--- src/hdl/dvm_ramp_consts.svh ---
// Register offsets, field positions, reset values and timing counts
// for the voltage ramp controller. Assumes a 100 MHz device clock.
`ifndef DVM_RAMP_CONSTS_SVH
`define DVM_RAMP_CONSTS_SVH

// ****************************************************************
// Register offsets
// ****************************************************************
`define OFS_DVS_CONTROL   8'h20
`define OFS_BUCK_B_V1     8'h23
`define OFS_BUCK_B_V2     8'h24
`define OFS_BUCK_B_SL     8'h25
`define OFS_BUCK_A_V1     8'h26
`define OFS_BUCK_A_V2     8'h27
`define OFS_BUCK_A_SL     8'h28
`define OFS_LREG2_TGT     8'h2A
`define OFS_LREG4_TGT     8'h2B
`define OFS_LREG_GO       8'h2C
`define OFS_RAMP_STATUS   8'h2D
`define OFS_FIXED_SUPPLY  8'h42

// ****************************************************************
// Field positions
// ****************************************************************
`define BIT_B_GO_SECOND   0
`define BIT_B_SEL_SECOND  1
`define BIT_A_GO_SECOND   2
`define BIT_A_SEL_SECOND  3
`define BIT_B_GO_FIRST    4
`define BIT_B_SEL_FIRST   5
`define BIT_A_GO_FIRST    6
`define BIT_A_SEL_FIRST   7
`define BIT_LREG2_GO      0
`define BIT_LREG4_GO      1
`define BIT_BUCK_A_ON     4

// ****************************************************************
// Reset values
// ****************************************************************
`define RST_BUCK_A_CODE   5'h13
`define RST_BUCK_B_CODE   5'h13
`define RST_SLEW_CODE     3'h3
`define RST_FIXED_SUPPLY  8'h00
`define RST_LREG_CODE     5'h00

// ****************************************************************
// Voltage scales and timing
// ****************************************************************
`define DVS_BASE_MV       13'h02D5
`define DVS_STEP_MV       13'h0019
`define BUCK_C_BASE_MV    13'h0BB8
`define BUCK_C_STEP_MV    13'h0032
`define STEP_UV           25000
`define SLOWEST_RATE_UV   110
`define LREG_RATE_UV      7000
`define CLK_PERIOD_NS     10
`define SLOW_STEP_CYCLES  ((`STEP_UV * 1000 / `SLOWEST_RATE_UV) / `CLK_PERIOD_NS)
`define LREG_STEP_CYCLES  ((`STEP_UV * 1000 / `LREG_RATE_UV) / `CLK_PERIOD_NS)

`endif

--- src/hdl/dvm_ramp_pkg.sv ---
// Types shared by the voltage ramp controller.
// Assumes the constants header is included where offsets are needed.
package dvm_ramp_pkg;

    // ************************************************************
    // Serial slave states
    // ************************************************************
    typedef enum logic [3:0] {
        ST_IDLE, ST_ADDR, ST_AACK, ST_REG, ST_REG_ACK,
        ST_WDATA, ST_WACK, ST_RDATA, ST_MACK
    } serial_state_t;

    typedef logic [4:0] volt_code_t;
    typedef logic [2:0] slew_code_t;

endpackage : dvm_ramp_pkg

--- src/hdl/dvm_buck_voltage_ramp_ctrl.sv ---
// Voltage code registers and ramp engines for two scalable bucks, two
// fixed-rate linear regulators and one fixed buck, reached over I2C.
// Assumes SCL, SDA and the core enable pin are asynchronous to MCLK.
`timescale 1ns/10ps
`include "dvm_ramp_consts.svh"

// Summary of operation
// - Ramps step code by code unless instant; buck_a restore jumps
// - Each scalable buck has its own slew code
// - Linear regulators ramp at fixed 7 mV/us
// - Voltage fields bits 4:0, slew bits 2:0
// - Scalable buck code: 0.725 V plus 25 mV
// - Slew 000 instant, 001-110 doubling, 111 reserved
// - Fixed register: buck_c 4:0, linear_reg_eight 7:5
// - Buck_c code: 3.000 V plus 50 mV
// - Primary and secondary codes, host writes first
// - Go bit starts ramp; selects pick target
// - Core enable falling restores buck_a default code
module dvm_buck_voltage_ramp_ctrl #(
    parameter logic [6:0]  DEV_ADDR  = 7'h2D,  // arbitrary default
    parameter int          CNT_W     = 16,
    parameter int          SLOW_STEP = `SLOW_STEP_CYCLES
) (
    input  wire logic                     MCLK,
    input  wire logic                     SYS_RST,
    input  wire logic                     SCL,
    input  wire logic                     SDA_I,
    output logic                          SDA_O,
    output logic                          SDA_OE,
    input  wire logic                     CORE_ENABLE_PIN,
    output logic                          BUCK_A_ON,
    output dvm_ramp_pkg::volt_code_t      BUCK_A_CODE,
    output dvm_ramp_pkg::volt_code_t      BUCK_B_CODE,
    output dvm_ramp_pkg::volt_code_t      BUCK_C_CODE,
    output logic [2:0]                    LREG8_CODE,
    output dvm_ramp_pkg::volt_code_t      LREG2_CODE,
    output dvm_ramp_pkg::volt_code_t      LREG4_CODE,
    output logic [12:0]                   BUCK_A_MV,
    output logic [12:0]                   BUCK_B_MV,
    output logic [12:0]                   BUCK_C_MV,
    output logic [3:0]                    RAMP_BUSY
);
    import dvm_ramp_pkg::*;

    localparam logic [CNT_W-1:0] LREG_STEP = CNT_W'(`LREG_STEP_CYCLES);

    // ************************************************************
    // Input synchronisers
    // ************************************************************
    logic [2:0] scl_q, sda_q, pin_q;
    // Second and third stages feed edge detection; the first is never read by logic
    always_ff @(posedge MCLK) begin
        if (SYS_RST) begin
            scl_q <= 3'h7;
            sda_q <= 3'h7;
            pin_q <= 3'h7;
        end else begin
            scl_q <= {scl_q[1:0], SCL};
            sda_q <= {sda_q[1:0], SDA_I};
            pin_q <= {pin_q[1:0], CORE_ENABLE_PIN};
        end
    end

    wire scl_rise = scl_q[1] & ~scl_q[2];
    wire scl_fall = ~scl_q[1] & scl_q[2];
    wire sda_bit  = sda_q[1];
    wire bus_start = scl_q[1] & scl_q[2] & ~sda_q[1] & sda_q[2];
    wire bus_stop  = scl_q[1] & scl_q[2] & sda_q[1] & ~sda_q[2];
    wire en_evt    = ~pin_q[1] & pin_q[2];  // Enabling edge

    // ************************************************************
    // Register file
    // ************************************************************
    volt_code_t ba_v1_q, ba_v2_q, bb_v1_q, bb_v2_q, l2_tgt_q, l4_tgt_q;
    slew_code_t ba_sl_q, bb_sl_q;
    logic [7:0] fixed_q;
    logic [3:0] ctl_sel_q;  // Select bits only; go bits read as zero
    logic       wr_q;
    logic [7:0] ptr_q, sh_q;
    volt_code_t cur_q [4];
    volt_code_t tgt_q [4];

    function automatic logic [7:0] reg_read(input logic [7:0] a);
        case (a)
            `OFS_DVS_CONTROL:  reg_read = {ctl_sel_q[3], 1'b0, ctl_sel_q[2],
                                          1'b0, ctl_sel_q[1], 1'b0,
                                          ctl_sel_q[0], 1'b0};
            `OFS_BUCK_B_V1:    reg_read = {3'h0, bb_v1_q};
            `OFS_BUCK_B_V2:    reg_read = {3'h0, bb_v2_q};
            `OFS_BUCK_B_SL:    reg_read = {5'h00, bb_sl_q};
            `OFS_BUCK_A_V1:    reg_read = {3'h0, ba_v1_q};
            `OFS_BUCK_A_V2:    reg_read = {3'h0, ba_v2_q};
            `OFS_BUCK_A_SL:    reg_read = {5'h00, ba_sl_q};
            `OFS_LREG2_TGT:    reg_read = {3'h0, l2_tgt_q};
            `OFS_LREG4_TGT:    reg_read = {3'h0, l4_tgt_q};
            `OFS_RAMP_STATUS:  reg_read = {3'h0, BUCK_A_ON, RAMP_BUSY};
            `OFS_FIXED_SUPPLY: reg_read = fixed_q;
            default:           reg_read = 8'h00;
        endcase
    endfunction : reg_read

    // Slew code to cycles per 25 mV step; reserved 111 ramps slowest
    function automatic logic [CNT_W-1:0] step_cycles(input slew_code_t s);
        logic [CNT_W-1:0] slow;
        slow = CNT_W'(SLOW_STEP);
        case (s)
            3'h0:    step_cycles = '0;
            3'h7:    step_cycles = slow;
            default: step_cycles = slow >> (s - 3'h1);
        endcase
    endfunction : step_cycles

    function automatic logic [12:0] to_mv(input logic [12:0] base,
                                          input logic [12:0] step,
                                          input volt_code_t c);
        to_mv = base + 13'(step * c);
    endfunction : to_mv

    wire [7:0] rd_now  = reg_read(ptr_q);
    wire [7:0] rd_next = reg_read(ptr_q + 8'h01);
    wire       wr_ctl  = wr_q && ptr_q == `OFS_DVS_CONTROL;
    wire       wr_go   = wr_q && ptr_q == `OFS_LREG_GO;

    // Go decoding: either go bit starts, either select picks secondary
    wire go_a  = wr_ctl & (sh_q[`BIT_A_GO_FIRST] | sh_q[`BIT_A_GO_SECOND]);
    wire go_b  = wr_ctl & (sh_q[`BIT_B_GO_FIRST] | sh_q[`BIT_B_GO_SECOND]);
    wire sel_a = sh_q[`BIT_A_SEL_FIRST] | sh_q[`BIT_A_SEL_SECOND];
    wire sel_b = sh_q[`BIT_B_SEL_FIRST] | sh_q[`BIT_B_SEL_SECOND];
    wire [3:0] start = {wr_go & sh_q[`BIT_LREG4_GO],
                        wr_go & sh_q[`BIT_LREG2_GO], go_b, go_a};
    volt_code_t new_tgt [4];
    logic [CNT_W-1:0] new_per [4];
    assign new_tgt[0] = sel_a ? ba_v2_q : ba_v1_q;
    assign new_tgt[1] = sel_b ? bb_v2_q : bb_v1_q;
    assign new_tgt[2] = l2_tgt_q;
    assign new_tgt[3] = l4_tgt_q;
    assign new_per[0] = step_cycles(ba_sl_q);
    assign new_per[1] = step_cycles(bb_sl_q);
    assign new_per[2] = LREG_STEP;
    assign new_per[3] = LREG_STEP;

    // Host writes; only the defined field widths are stored
    always_ff @(posedge MCLK) begin
        if (SYS_RST) begin
            ba_v1_q  <= `RST_BUCK_A_CODE;
            ba_v2_q  <= `RST_BUCK_A_CODE;
            bb_v1_q  <= `RST_BUCK_B_CODE;
            bb_v2_q  <= `RST_BUCK_B_CODE;
            ba_sl_q  <= `RST_SLEW_CODE;
            bb_sl_q  <= `RST_SLEW_CODE;
            l2_tgt_q <= `RST_LREG_CODE;
            l4_tgt_q <= `RST_LREG_CODE;
            fixed_q  <= `RST_FIXED_SUPPLY;
            ctl_sel_q <= 4'h0;
        end else if (wr_q) begin
            case (ptr_q)
                `OFS_BUCK_A_V1:    ba_v1_q  <= sh_q[4:0];
                `OFS_BUCK_A_V2:    ba_v2_q  <= sh_q[4:0];
                `OFS_BUCK_B_V1:    bb_v1_q  <= sh_q[4:0];
                `OFS_BUCK_B_V2:    bb_v2_q  <= sh_q[4:0];
                `OFS_BUCK_A_SL:    ba_sl_q  <= sh_q[2:0];
                `OFS_BUCK_B_SL:    bb_sl_q  <= sh_q[2:0];
                `OFS_LREG2_TGT:    l2_tgt_q <= sh_q[4:0];
                `OFS_LREG4_TGT:    l4_tgt_q <= sh_q[4:0];
                `OFS_FIXED_SUPPLY: fixed_q  <= sh_q;
                `OFS_DVS_CONTROL:  ctl_sel_q <= {sh_q[7], sh_q[5],
                                                 sh_q[3], sh_q[1]};
                default:           ;
            endcase
        end
    end

    // ************************************************************
    // Ramp engines: buck_a, buck_b, linear_reg_two, linear_reg_four
    // ************************************************************
    logic [CNT_W-1:0] cnt_q [4];
    logic [CNT_W-1:0] per_q [4];
    genvar g;
    generate
        for (g = 0; g < 4; g++) begin : g_ramp
            wire restore = (g == 0) && en_evt;
            // Restart on a new go; a zero period jumps at once
            always_ff @(posedge MCLK) begin
                if (SYS_RST) begin
                    cur_q[g] <= (g < 2) ? `RST_BUCK_A_CODE : `RST_LREG_CODE;
                    tgt_q[g] <= (g < 2) ? `RST_BUCK_A_CODE : `RST_LREG_CODE;
                    cnt_q[g] <= '0;
                    per_q[g] <= '0;
                end else if (restore) begin
                    cur_q[g] <= `RST_BUCK_A_CODE;
                    tgt_q[g] <= `RST_BUCK_A_CODE;
                end else if (start[g]) begin
                    tgt_q[g] <= new_tgt[g];
                    per_q[g] <= new_per[g];
                    if (new_per[g] == '0)
                        cur_q[g] <= new_tgt[g];
                    cnt_q[g] <= new_per[g] - 1'b1;
                end else if (cur_q[g] != tgt_q[g]) begin
                    if (cnt_q[g] == '0) begin
                        // One 25 mV step, never past the target
                        cur_q[g] <= (cur_q[g] < tgt_q[g]) ? cur_q[g] + 1'b1
                                    : cur_q[g] - 1'b1;
                        cnt_q[g] <= per_q[g] - 1'b1;
                    end else begin
                        cnt_q[g] <= cnt_q[g] - 1'b1;
                    end
                end
            end
        end
    endgenerate

    // ************************************************************
    // Registered outputs
    // ************************************************************
    always_ff @(posedge MCLK) begin
        if (SYS_RST) begin
            BUCK_A_ON   <= 1'b0;
            BUCK_A_CODE <= `RST_BUCK_A_CODE;
            BUCK_B_CODE <= `RST_BUCK_B_CODE;
            BUCK_C_CODE <= 5'h00;
            LREG8_CODE  <= 3'h0;
            LREG2_CODE  <= `RST_LREG_CODE;
            LREG4_CODE  <= `RST_LREG_CODE;
            BUCK_A_MV   <= 13'h0000;
            BUCK_B_MV   <= 13'h0000;
            BUCK_C_MV   <= 13'h0000;
            RAMP_BUSY   <= 4'h0;
        end else begin
            BUCK_A_ON   <= ~pin_q[2];  // Pin low enables buck_a
            BUCK_A_CODE <= cur_q[0];
            BUCK_B_CODE <= cur_q[1];
            BUCK_C_CODE <= fixed_q[4:0];
            LREG8_CODE  <= fixed_q[7:5];
            LREG2_CODE  <= cur_q[2];
            LREG4_CODE  <= cur_q[3];
            BUCK_A_MV   <= to_mv(`DVS_BASE_MV, `DVS_STEP_MV,
                                 cur_q[0]);
            BUCK_B_MV   <= to_mv(`DVS_BASE_MV, `DVS_STEP_MV,
                                 cur_q[1]);
            BUCK_C_MV   <= to_mv(`BUCK_C_BASE_MV, `BUCK_C_STEP_MV,
                                 fixed_q[4:0]);
            for (int i = 0; i < 4; i++)
                RAMP_BUSY[i] <= cur_q[i] != tgt_q[i];
        end
    end

    // ************************************************************
    // I2C slave
    // ************************************************************
    serial_state_t st_q;
    logic [3:0]    bit_q;
    logic          rw_q;
    // SDA is only ever pulled low; releasing relies on the pull-up
    always_ff @(posedge MCLK) begin
        if (SYS_RST) begin
            st_q <= ST_IDLE;
            bit_q <= 4'h0;
            sh_q <= 8'h00;
            rw_q <= 1'b0;
            ptr_q <= 8'h00;
            SDA_OE <= 1'b0;
            SDA_O <= 1'b0;
            wr_q <= 1'b0;
        end else begin
            wr_q <= 1'b0;
            if (bus_start) begin
                st_q <= ST_ADDR;
                bit_q <= 4'h0;
                SDA_OE <= 1'b0;
            end else if (bus_stop) begin
                st_q <= ST_IDLE;
                SDA_OE <= 1'b0;
            end else if (scl_rise) begin
                case (st_q)
                    ST_ADDR, ST_REG, ST_WDATA: begin
                        sh_q <= {sh_q[6:0], sda_bit};
                        bit_q <= bit_q + 4'h1;
                    end
                    ST_RDATA: bit_q <= bit_q + 4'h1;
                    ST_MACK: if (sda_bit) st_q <= ST_IDLE;  // Master NACK
                    default: ;
                endcase
            end else if (scl_fall) begin
                case (st_q)
                    ST_ADDR: if (bit_q == 4'h8) begin
                        if (sh_q[7:1] == DEV_ADDR) begin
                            st_q <= ST_AACK;
                            rw_q <= sh_q[0];
                            SDA_OE <= 1'b1;
                        end else begin
                            st_q <= ST_IDLE;
                        end
                    end
                    ST_AACK: begin
                        bit_q <= 4'h0;
                        st_q <= rw_q ? ST_RDATA : ST_REG;
                        sh_q <= rd_now;
                        SDA_OE <= rw_q & ~rd_now[7];
                    end
                    ST_REG: if (bit_q == 4'h8) begin
                        st_q <= ST_REG_ACK;
                        ptr_q <= sh_q;
                        SDA_OE <= 1'b1;
                    end
                    ST_REG_ACK, ST_WACK: begin
                        st_q <= ST_WDATA;
                        bit_q <= 4'h0;
                        SDA_OE <= 1'b0;
                        if (st_q == ST_WACK) ptr_q <= ptr_q + 8'h01;
                    end
                    ST_WDATA: if (bit_q == 4'h8) begin
                        st_q <= ST_WACK;
                        wr_q <= 1'b1;
                        SDA_OE <= 1'b1;
                    end
                    ST_RDATA: if (bit_q == 4'h8) begin
                        st_q <= ST_MACK;
                        SDA_OE <= 1'b0;
                    end else begin
                        sh_q <= {sh_q[6:0], 1'b0};
                        SDA_OE <= ~sh_q[6];
                    end
                    ST_MACK: begin
                        st_q <= ST_RDATA;
                        bit_q <= 4'h0;
                        ptr_q <= ptr_q + 8'h01;
                        sh_q <= rd_next;
                        SDA_OE <= ~rd_next[7];
                    end
                    default: st_q <= ST_IDLE;
                endcase
            end
        end
    end
endmodule : dvm_buck_voltage_ramp_ctrl

--- config.mk ---
export PLATFORM = sky130hd
export DESIGN_NAME = dvm_buck_voltage_ramp_ctrl
export DESIGN_NICKNAME = d
export VERILOG_FILES = /design/src/hdl/dvm_ramp_pkg.sv /design/src/hdl/dvm_buck_voltage_ramp_ctrl.sv
export VERILOG_INCLUDE_DIRS = /design/src /design/src/hdl
export SDC_FILE = /design/constraint.sdc
export NUM_CORES = 1
export LEC_CHECK = 0
export BUFFER_PORTS_ARGS = -buffer_cell sky130_fd_sc_hd__buf_2
export CAP_MARGIN = 5
export CORE_MARGIN = 1.5
export CORE_UTILIZATION = 55
export CTS_BUF_LIST = sky130_fd_sc_hd__clkbuf_16
export DETAILED_ROUTE_END_ITERATION = 10
export GPL_TIMING_DRIVEN = 0
export PLACE_DENSITY_LB_ADDON = 0.15
export SYNTH_ARGS = -nofsm -noshare
export SYNTH_HDL_FRONTEND = slang
export SYNTH_SLANG_ARGS = --single-unit
--- constraint.sdc ---
create_clock -name MCLK -period 4.75 [get_ports MCLK]
set_input_delay 0.2375 -clock MCLK [delete_from_list [all_inputs] [get_ports MCLK]]
set_output_delay 0.2375 -clock MCLK [all_outputs]
set_load 0.05 [all_outputs]
==> impl_metrics.ini, run 1 <==
[hold_path]
min_path_type = input port to flip-flop

[logic_synthesis]
synthSimpleGateAreaFrac = 0.1911
synth_commonest_cells = 197 x nor2_1, 150 x dfxtp_1, 131 x edfxtp_1
synth_top_cell_by_area = edfxtp_1
synth_top_family_by_area = simple AND/OR/NAND/NOR gates
synthMuxAreaShare = 0.04190
ys_ff_latch = 281
ys_seq_area_frac = 0.3991
synthFlopType = dfxtp_1
yosysTopAreaCellShare = 0.2263
avgSynthCellArea_um2 = 9.359
ys_top_cells_by_area = edfxtp_1 23%, dfxtp_1 17%, ha_1 8.5%
synthArstFlopShare = 0
netlist_area_um2 = 17380
synth_compound_area_frac = 0.1565
synth_warnings = 0
synthMostInstantiatedCell = nor2_1
synth_cells = 1857
synth-adder-area-share = 0.09762
synth.distinct_cells = 94
synth_edf_count = 131
synth_xor_area_frac = 0.06645

[clock_tree]
cts_tree = done
clockRootBuffer = clkbuf_16
ctsHoldBuffers = 3
cts_setup_buffers = 0
ctsResizeCount = 0
cts_num_sinks = 281
clk_latency_ps = 590
clk_pin_slew_ps = 60
cts_htree_levels = 1
cts_buffer_depth = 3
numCtsBuffers = 31

[setup_path]
critPathKind = flip-flop to flip-flop
cpLargestDelayFamily = simple AND/OR/NAND/NOR gates
critical_path.cell_chain = clkbuf_1 -> inv_1 -> ha_1 -> nor2b_1 -> a32oi_1 -> o22ai_1 -> nand4_1 -> nor4_2 -> a221o_1
path_max_fanout = 8
start_kind = flip-flop
slowest_delay_ps = 700
worstPathRequired_ps = 5010
timing.critical_path.buf_inv = 2
cpMaxStageDelayCell = nor4_2
cp-end-kind = flip-flop
cp.arrival_ps = 4380

[placed_design]
pre_cts_slack_ps = 756.0
io_buffers = 72
dpl_cell_area_um2 = 18250
gp_congestion = 0.9564
dp_hpwl_um = 33130

[global_route]
antenna_found_initial = 0
grt_usage = 0.2710
grt_pass1_vias = 13600
grt_pass1_wl_um = 71750
gr-total-overflow = 0
globalRouteMet2Util = 0.4483
grt_util_met1 = 0.3746
grt_max_degree = 21
grt.busiest_layer = met2
use_met3 = 0.03225

[layout]
num_antenna_cells = 0
layout-drive-gt1-share = 0.1128
design_area_um2 = 19280
nFillCells = 2598
final-seq-area_um2 = 6937
fin_nets = 2104
syn2layout_area_growth_pct = 10.92
multi_input_area_um2 = 9643

[power_and_ir_drop]
p_per_area_nw_per_um2 = 334.2
p_leak_nw = 7.895
ir_drop_v = 0.0003502

[detailed_routing]
viasPerCell = 5.944
drt-initial-drc-count = 1296
drt_wl_total_um = 45060
firstDrtPassIters = 7
routedWlPerCell_um = 18.85
drc = 0
dr_total_vias = 14210
antenna_left = 0

[sta]
finalCritPeriodShare = 0.8659
setup-tns-final_ps = 0
finalHoldViolations = 0
setup_violations = 0
max_freq_mhz = 243.1
maxSlewViolCount = 0
worstMarginPinSlew_ps = 1071
max_slew_margin = 0.2862
clock_skew_ps = 18.15
worst_slack_ps = 637.0
rsz0062_at_grt = false
period_needed_ps = 4113

[die]
dieWidth_um = 180.8
die_area_um2 = 32670
start_util = 0.5637
rows = 64
ioPinCount = 79
core-area_um2 = 30830
die_y_um = 180.8

[outcome]
status = finished, final reports clean

[run]
drv_cap = 0
## kinds of logic after synthesis
logic type	after synthesis
xor+xnor	131
flops	281
fa+ha+maj	129
simple gates	645
compound gates	409
buf+inv	189
other cells	1
mux	72
## where the power goes
group	internal, mW	switching [mW]	leakage [nW]
Combinational	0.467	0.674	4.82
Clock	1.31	1.02	0.495
Sequential	2.79	0.175	2.57
Total	4.57	1.87	7.89
## registers in the layout, summed over array words and instances, names as in the netlist, 5 cells and up
register	flops
cnt_q	64
per_q	28
cur_q	20
tgt_q	20
BUCK_A_MV	11
BUCK_B_MV	11
BUCK_C_MV	10
fixed_q	8
ptr_q	8
sh_q	8
BUCK_A_CODE	5
BUCK_B_CODE	5
BUCK_C_CODE	5
LREG2_CODE	5
LREG4_CODE	5
ba_v1_q	5
ba_v2_q	5
bb_v1_q	5
bb_v2_q	5
l2_tgt_q	5
l4_tgt_q	5
## per-layer routing
| layer | part of all wire | vias to the layer above |
|---|---|---|
| met2 | 0.46 | 419 |
| met4 | 0.027 | 0 |
| met5 | 0 | - |
| met3 | 0.052 | 83 |
| met1 | 0.46 | 6818 |
| li1 | - | 6893 |
## placed cells by master (no fill, tap or decap), drive strengths merged, types with 12 or more instances in the layout
| cell | Yosys | routed |
|---|---|---|
| nor3 | 50 | 50 |
| o21ai | 85 | 85 |
| and3 | 18 | 18 |
| dfxtp | 150 | 150 |
| ha | 118 | 118 |
| clkinv | 0 | 15 |
| a22o | 12 | 12 |
| nor2 | 200 | 200 |
| o22ai | 16 | 16 |
| edfxtp | 131 | 131 |
| nand2b | 37 | 37 |
| clkbuf | 54 | 85 |
| and2 | 20 | 20 |
| inv | 95 | 103 |
| xnor2 | 74 | 74 |
| a21o | 16 | 16 |
| a31oi | 17 | 17 |
| o21a | 12 | 12 |
| a21oi | 123 | 123 |
| buf | 40 | 112 |
| nor2b | 45 | 45 |
| xor2 | 57 | 57 |
| a22oi | 28 | 28 |
| nand2 | 132 | 132 |
| or3 | 21 | 21 |
| mux2i | 66 | 66 |
| nand3 | 37 | 37 |
| or2 | 19 | 19 |
| a221oi | 12 | 12 |
| nor4 | 13 | 13 |
## path summary, 6_finish.rpt
check | from | endpoint | slack, ps | cells after the start
worst max-delay path | bb_sl_q[1] | cur_q[1][1] | 640 | 9
worst max register to register | bb_sl_q[1] | cur_q[1][1] | 640 | 9
worst min-delay path | SYS_RST | RAMP_BUSY[3] | 100 | 2
worst min register to register | pin_q[2] | BUCK_A_ON | 400 | 1
## final cells by class
class | instances | area share
Clock inverter | 27 | 0.01129
Tap cell | 396 | 0.02570
Sequential cell | 281 | 0.3598
Timing Repair Buffer | 75 | 0.02025
Clock buffer | 31 | 0.04024
Inverter | 95 | 0.01850
Buffer | 94 | 0.02395
Multi-Input combinational cell | 1392 | 0.5002
## worst reg2reg max path: cells and delay by family, from the launching register on
family / cells / cell delay (ps)
AND/OR/NAND/NOR: 3 / 1320
AO/OA/AOI/OAI: 3 / 1150
buffers and inverters: 2 / 560
adder cells (fa/ha/maj): 1 / 420
flip-flops: 1 / 350
## per-stage QoR
stage | hold slack [ps] | power (mW) | utilization | std cells
2_1_floorplan | 325.9 | 3.886 | - | 1862
3_3_place_gp | 391.0 | 4.097 | 0.5921 | 2330
6_report | 100.1 | 6.442 | 0.6253 | 2391
3_5_place_dp | 393.3 | 4.132 | 0.5921 | 2330
4_1_cts | 58.92 | 6.485 | 0.6253 | 2391
5_1_grt | 93.67 | 6.718 | 0.6253 | 2391
Power figures use the tool's default switching activity.
==> run 2: changes to the inputs <==
Settings changed: ABC_CLOCK_PERIOD_IN_PS from default to 4750, CELL_PAD_IN_SITES_DETAIL_PLACEMENT from default to 1, CELL_PAD_IN_SITES_GLOBAL_PLACEMENT from default to 1, CORE_UTILIZATION 55 to 53, RECOVER_POWER from default to 100.
==> run 2 against run 1 <==
The flow now finishes with violations (max-capacitance violations, max-slew violations). Hold slack improved by 240 ps. Die area increased by 3.7%. Combinational power about the same. Sequential power about the same. Clock skew decreased by 8.2 ps. Highest routed layer unchanged.
==> impl_metrics.ini, run 2 (synthesis results as in run 1) <==
[outcome]
status = finished with violations
violations = max-capacitance violations, max-slew violations

[layout]
largest_reg_flops = 64
final_util = 0.5910
num_antenna_cells = 0
fin_nets = 2104
layout_common_cells = 200 x nor2_1, 150 x dfxtp_1, 136 x clkbuf_1
final_common_cell = nor2_1
largestRegisters = cnt_q x64, per_q x28
syn2layout_area_growth_pct = 10.08
layout-drive-gt1-share = 0.06015
regMostFlops = cnt_q

[sta]
rsz0062_at_grt = false
period_needed_ps = 4381
clock_skew_ps = 9.928
finalHoldViolations = 0
finalCritPeriodShare = 0.9224
max_slew_margin = -0.4924
maxSlewViolCount = 18
worstMarginPinSlew_ps = 2218
worst_slack_ps = 368.7
setup_violations = 0
setup-tns-final_ps = 0
max_freq_mhz = 228.2

[global_route]
grt_pass1_wl_um = 84640
grt_usage = 0.3171
grt_max_degree = 21
gr-total-overflow = 0
antenna_found_initial = 0
grt_pass1_vias = 15420

[setup_path]
slowest_delay_ps = 1680
cp-end-kind = flip-flop
reg2reg_slack_ps = 370
cpLargestDelayFamily = simple AND/OR/NAND/NOR gates
cp-startpoint = ptr_q[0]
worstPathRequired_ps = 5270
cp.arrival_ps = 4900
r2r_start = ptr_q[0]
path_max_fanout = 10
timing.critical_path.buf_inv = 2
r2r-end = sh_q[5]
cpMaxStageDelayCell = nor4_1
ff2ff_path_depth = 10
critical_path.cell_chain = clkbuf_1 -> inv_1 -> ha_1 -> nand2_1 -> nor4_1 -> a31oi_1 -> nor3_1 -> a22oi_1 -> a211o_1 -> o21ai_1
start_kind = flip-flop
critPathKind = flip-flop to flip-flop

[clock_tree]
cts_num_sinks = 281
clk_latency_ps = 590
cts_buffer_depth = 3
clk_pin_slew_ps = 60
ctsResizeCount = 0
cts_tree = done
cts_htree_levels = 1
numCtsBuffers = 31
clockRootBuffer = clkbuf_16

[detailed_routing]
viasPerCell = 6.055
top_layer_used = met4
met2_wirelength_um = 25910
routedWlPerCell_um = 21.94
dr_total_vias = 14760
wl_met3_um = 2496
wl_met1_um = 22740
drt_wl_total_um = 53460
antenna_left = 0
drt-initial-drc-count = 924
drc = 0
firstDrtPassIters = 5

[die]
dieWidth_um = 184.1
die_y_um = 184.1
ioPinCount = 79
core-area_um2 = 32370
start_util = 0.5369
die_area_um2 = 33890
rows = 66

[hold_path]
min_path_cells = 2
holdCritStartpoint = SYS_RST
min_path_type = input port to flip-flop
worst_hold_path.endpoint = RAMP_BUSY[3]

[power_and_ir_drop]
total_power_mw = 6.616
ir_drop_v = 0.0003551
p_leak_nw = 7.585
p_per_area_nw_per_um2 = 345.8

[run]
drv_cap = 2

[placed_design]
io_buffers = 72
dp_hpwl_um = 38660
pre_cts_slack_ps = 779.9
gp_congestion = 0.9724
## run 2: cell count changes in the layout (fill, tap and decap cells not counted), moves of 4 or more
cell       change
nor3_1         +4
o21ai_2        -9
o21ai_0       +12
clkbuf_1      +83
clkbuf_16      +4
buf_4          -5
and2_0        +10
and2_1        -10
buf_2         -76
## run 2: how the worst max path moves through the flow
stage	to	slack, ps	depth (start not counted)
6_report	sh_q[5]	370	10
5_1_grt	sh_q[5]	240	10
4_1_cts	cur_q[1][4]	730	9
3_5_place_dp	cur_q[1][1]	780	9
3_3_place_gp	cur_q[1][1]	840	9
2_1_floorplan	cnt_q[0][10]	1690	13
## run 2: cell type report
| cell class | count | area, um2 |
|---|---|---|
| Clock buffer | 35 | 875.8 |
| Multi-Input combinational cell | 1392 | 9499 |
| Buffer | 94 | 425.4 |
| Inverter | 95 | 356.6 |
| Clock inverter | 23 | 180.2 |
| Timing Repair Buffer | 75 | 304.0 |
| Fill cell | 3823 | 13240 |
| Sequential cell | 281 | 6937 |
| Tap cell | 442 | 553.0 |
## run 2: where the power goes
part	internal, mW	switching (mW)	leakage (nW)
registers	2.79	0.182	2.57
logic	0.440	0.703	4.47
clock network	1.44	1.07	0.536
## run 2: worst reg2reg max path: cells and delay by family, from the launching register on
family / cells / cell delay [ps]
flip-flops: 1 / 360
AND/OR/NAND/NOR: 3 / 2380
adder cells (fa/ha/maj): 1 / 280
buffers and inverters: 2 / 390
AO/OA/AOI/OAI: 4 / 900
## run 2: what timing repair did
action / in CTS / in global routing
hold endpoints to repair: 3 / 0
buffers inserted: 0 / 0
hold buffers: 3 / 0
## run 2: layer usage
layer | track usage | up-vias
met4 | 0.1249 | 0
met1 | 0.3925 | 7370
met2 | 0.5542 | 409
li1 | - | 6848
met5 | 0 | -
met3 | 0.04675 | 128
## run 2: through the flow
stage	hold slack (ps)	instances	instance area (um2)
finish	337.0	2437	19130
global route	317.3	2437	19130
CTS	42.53	2437	19400
detailed placement	397.9	2376	18310
global placement	390.8	2376	18310
floorplan	325.9	1862	17400
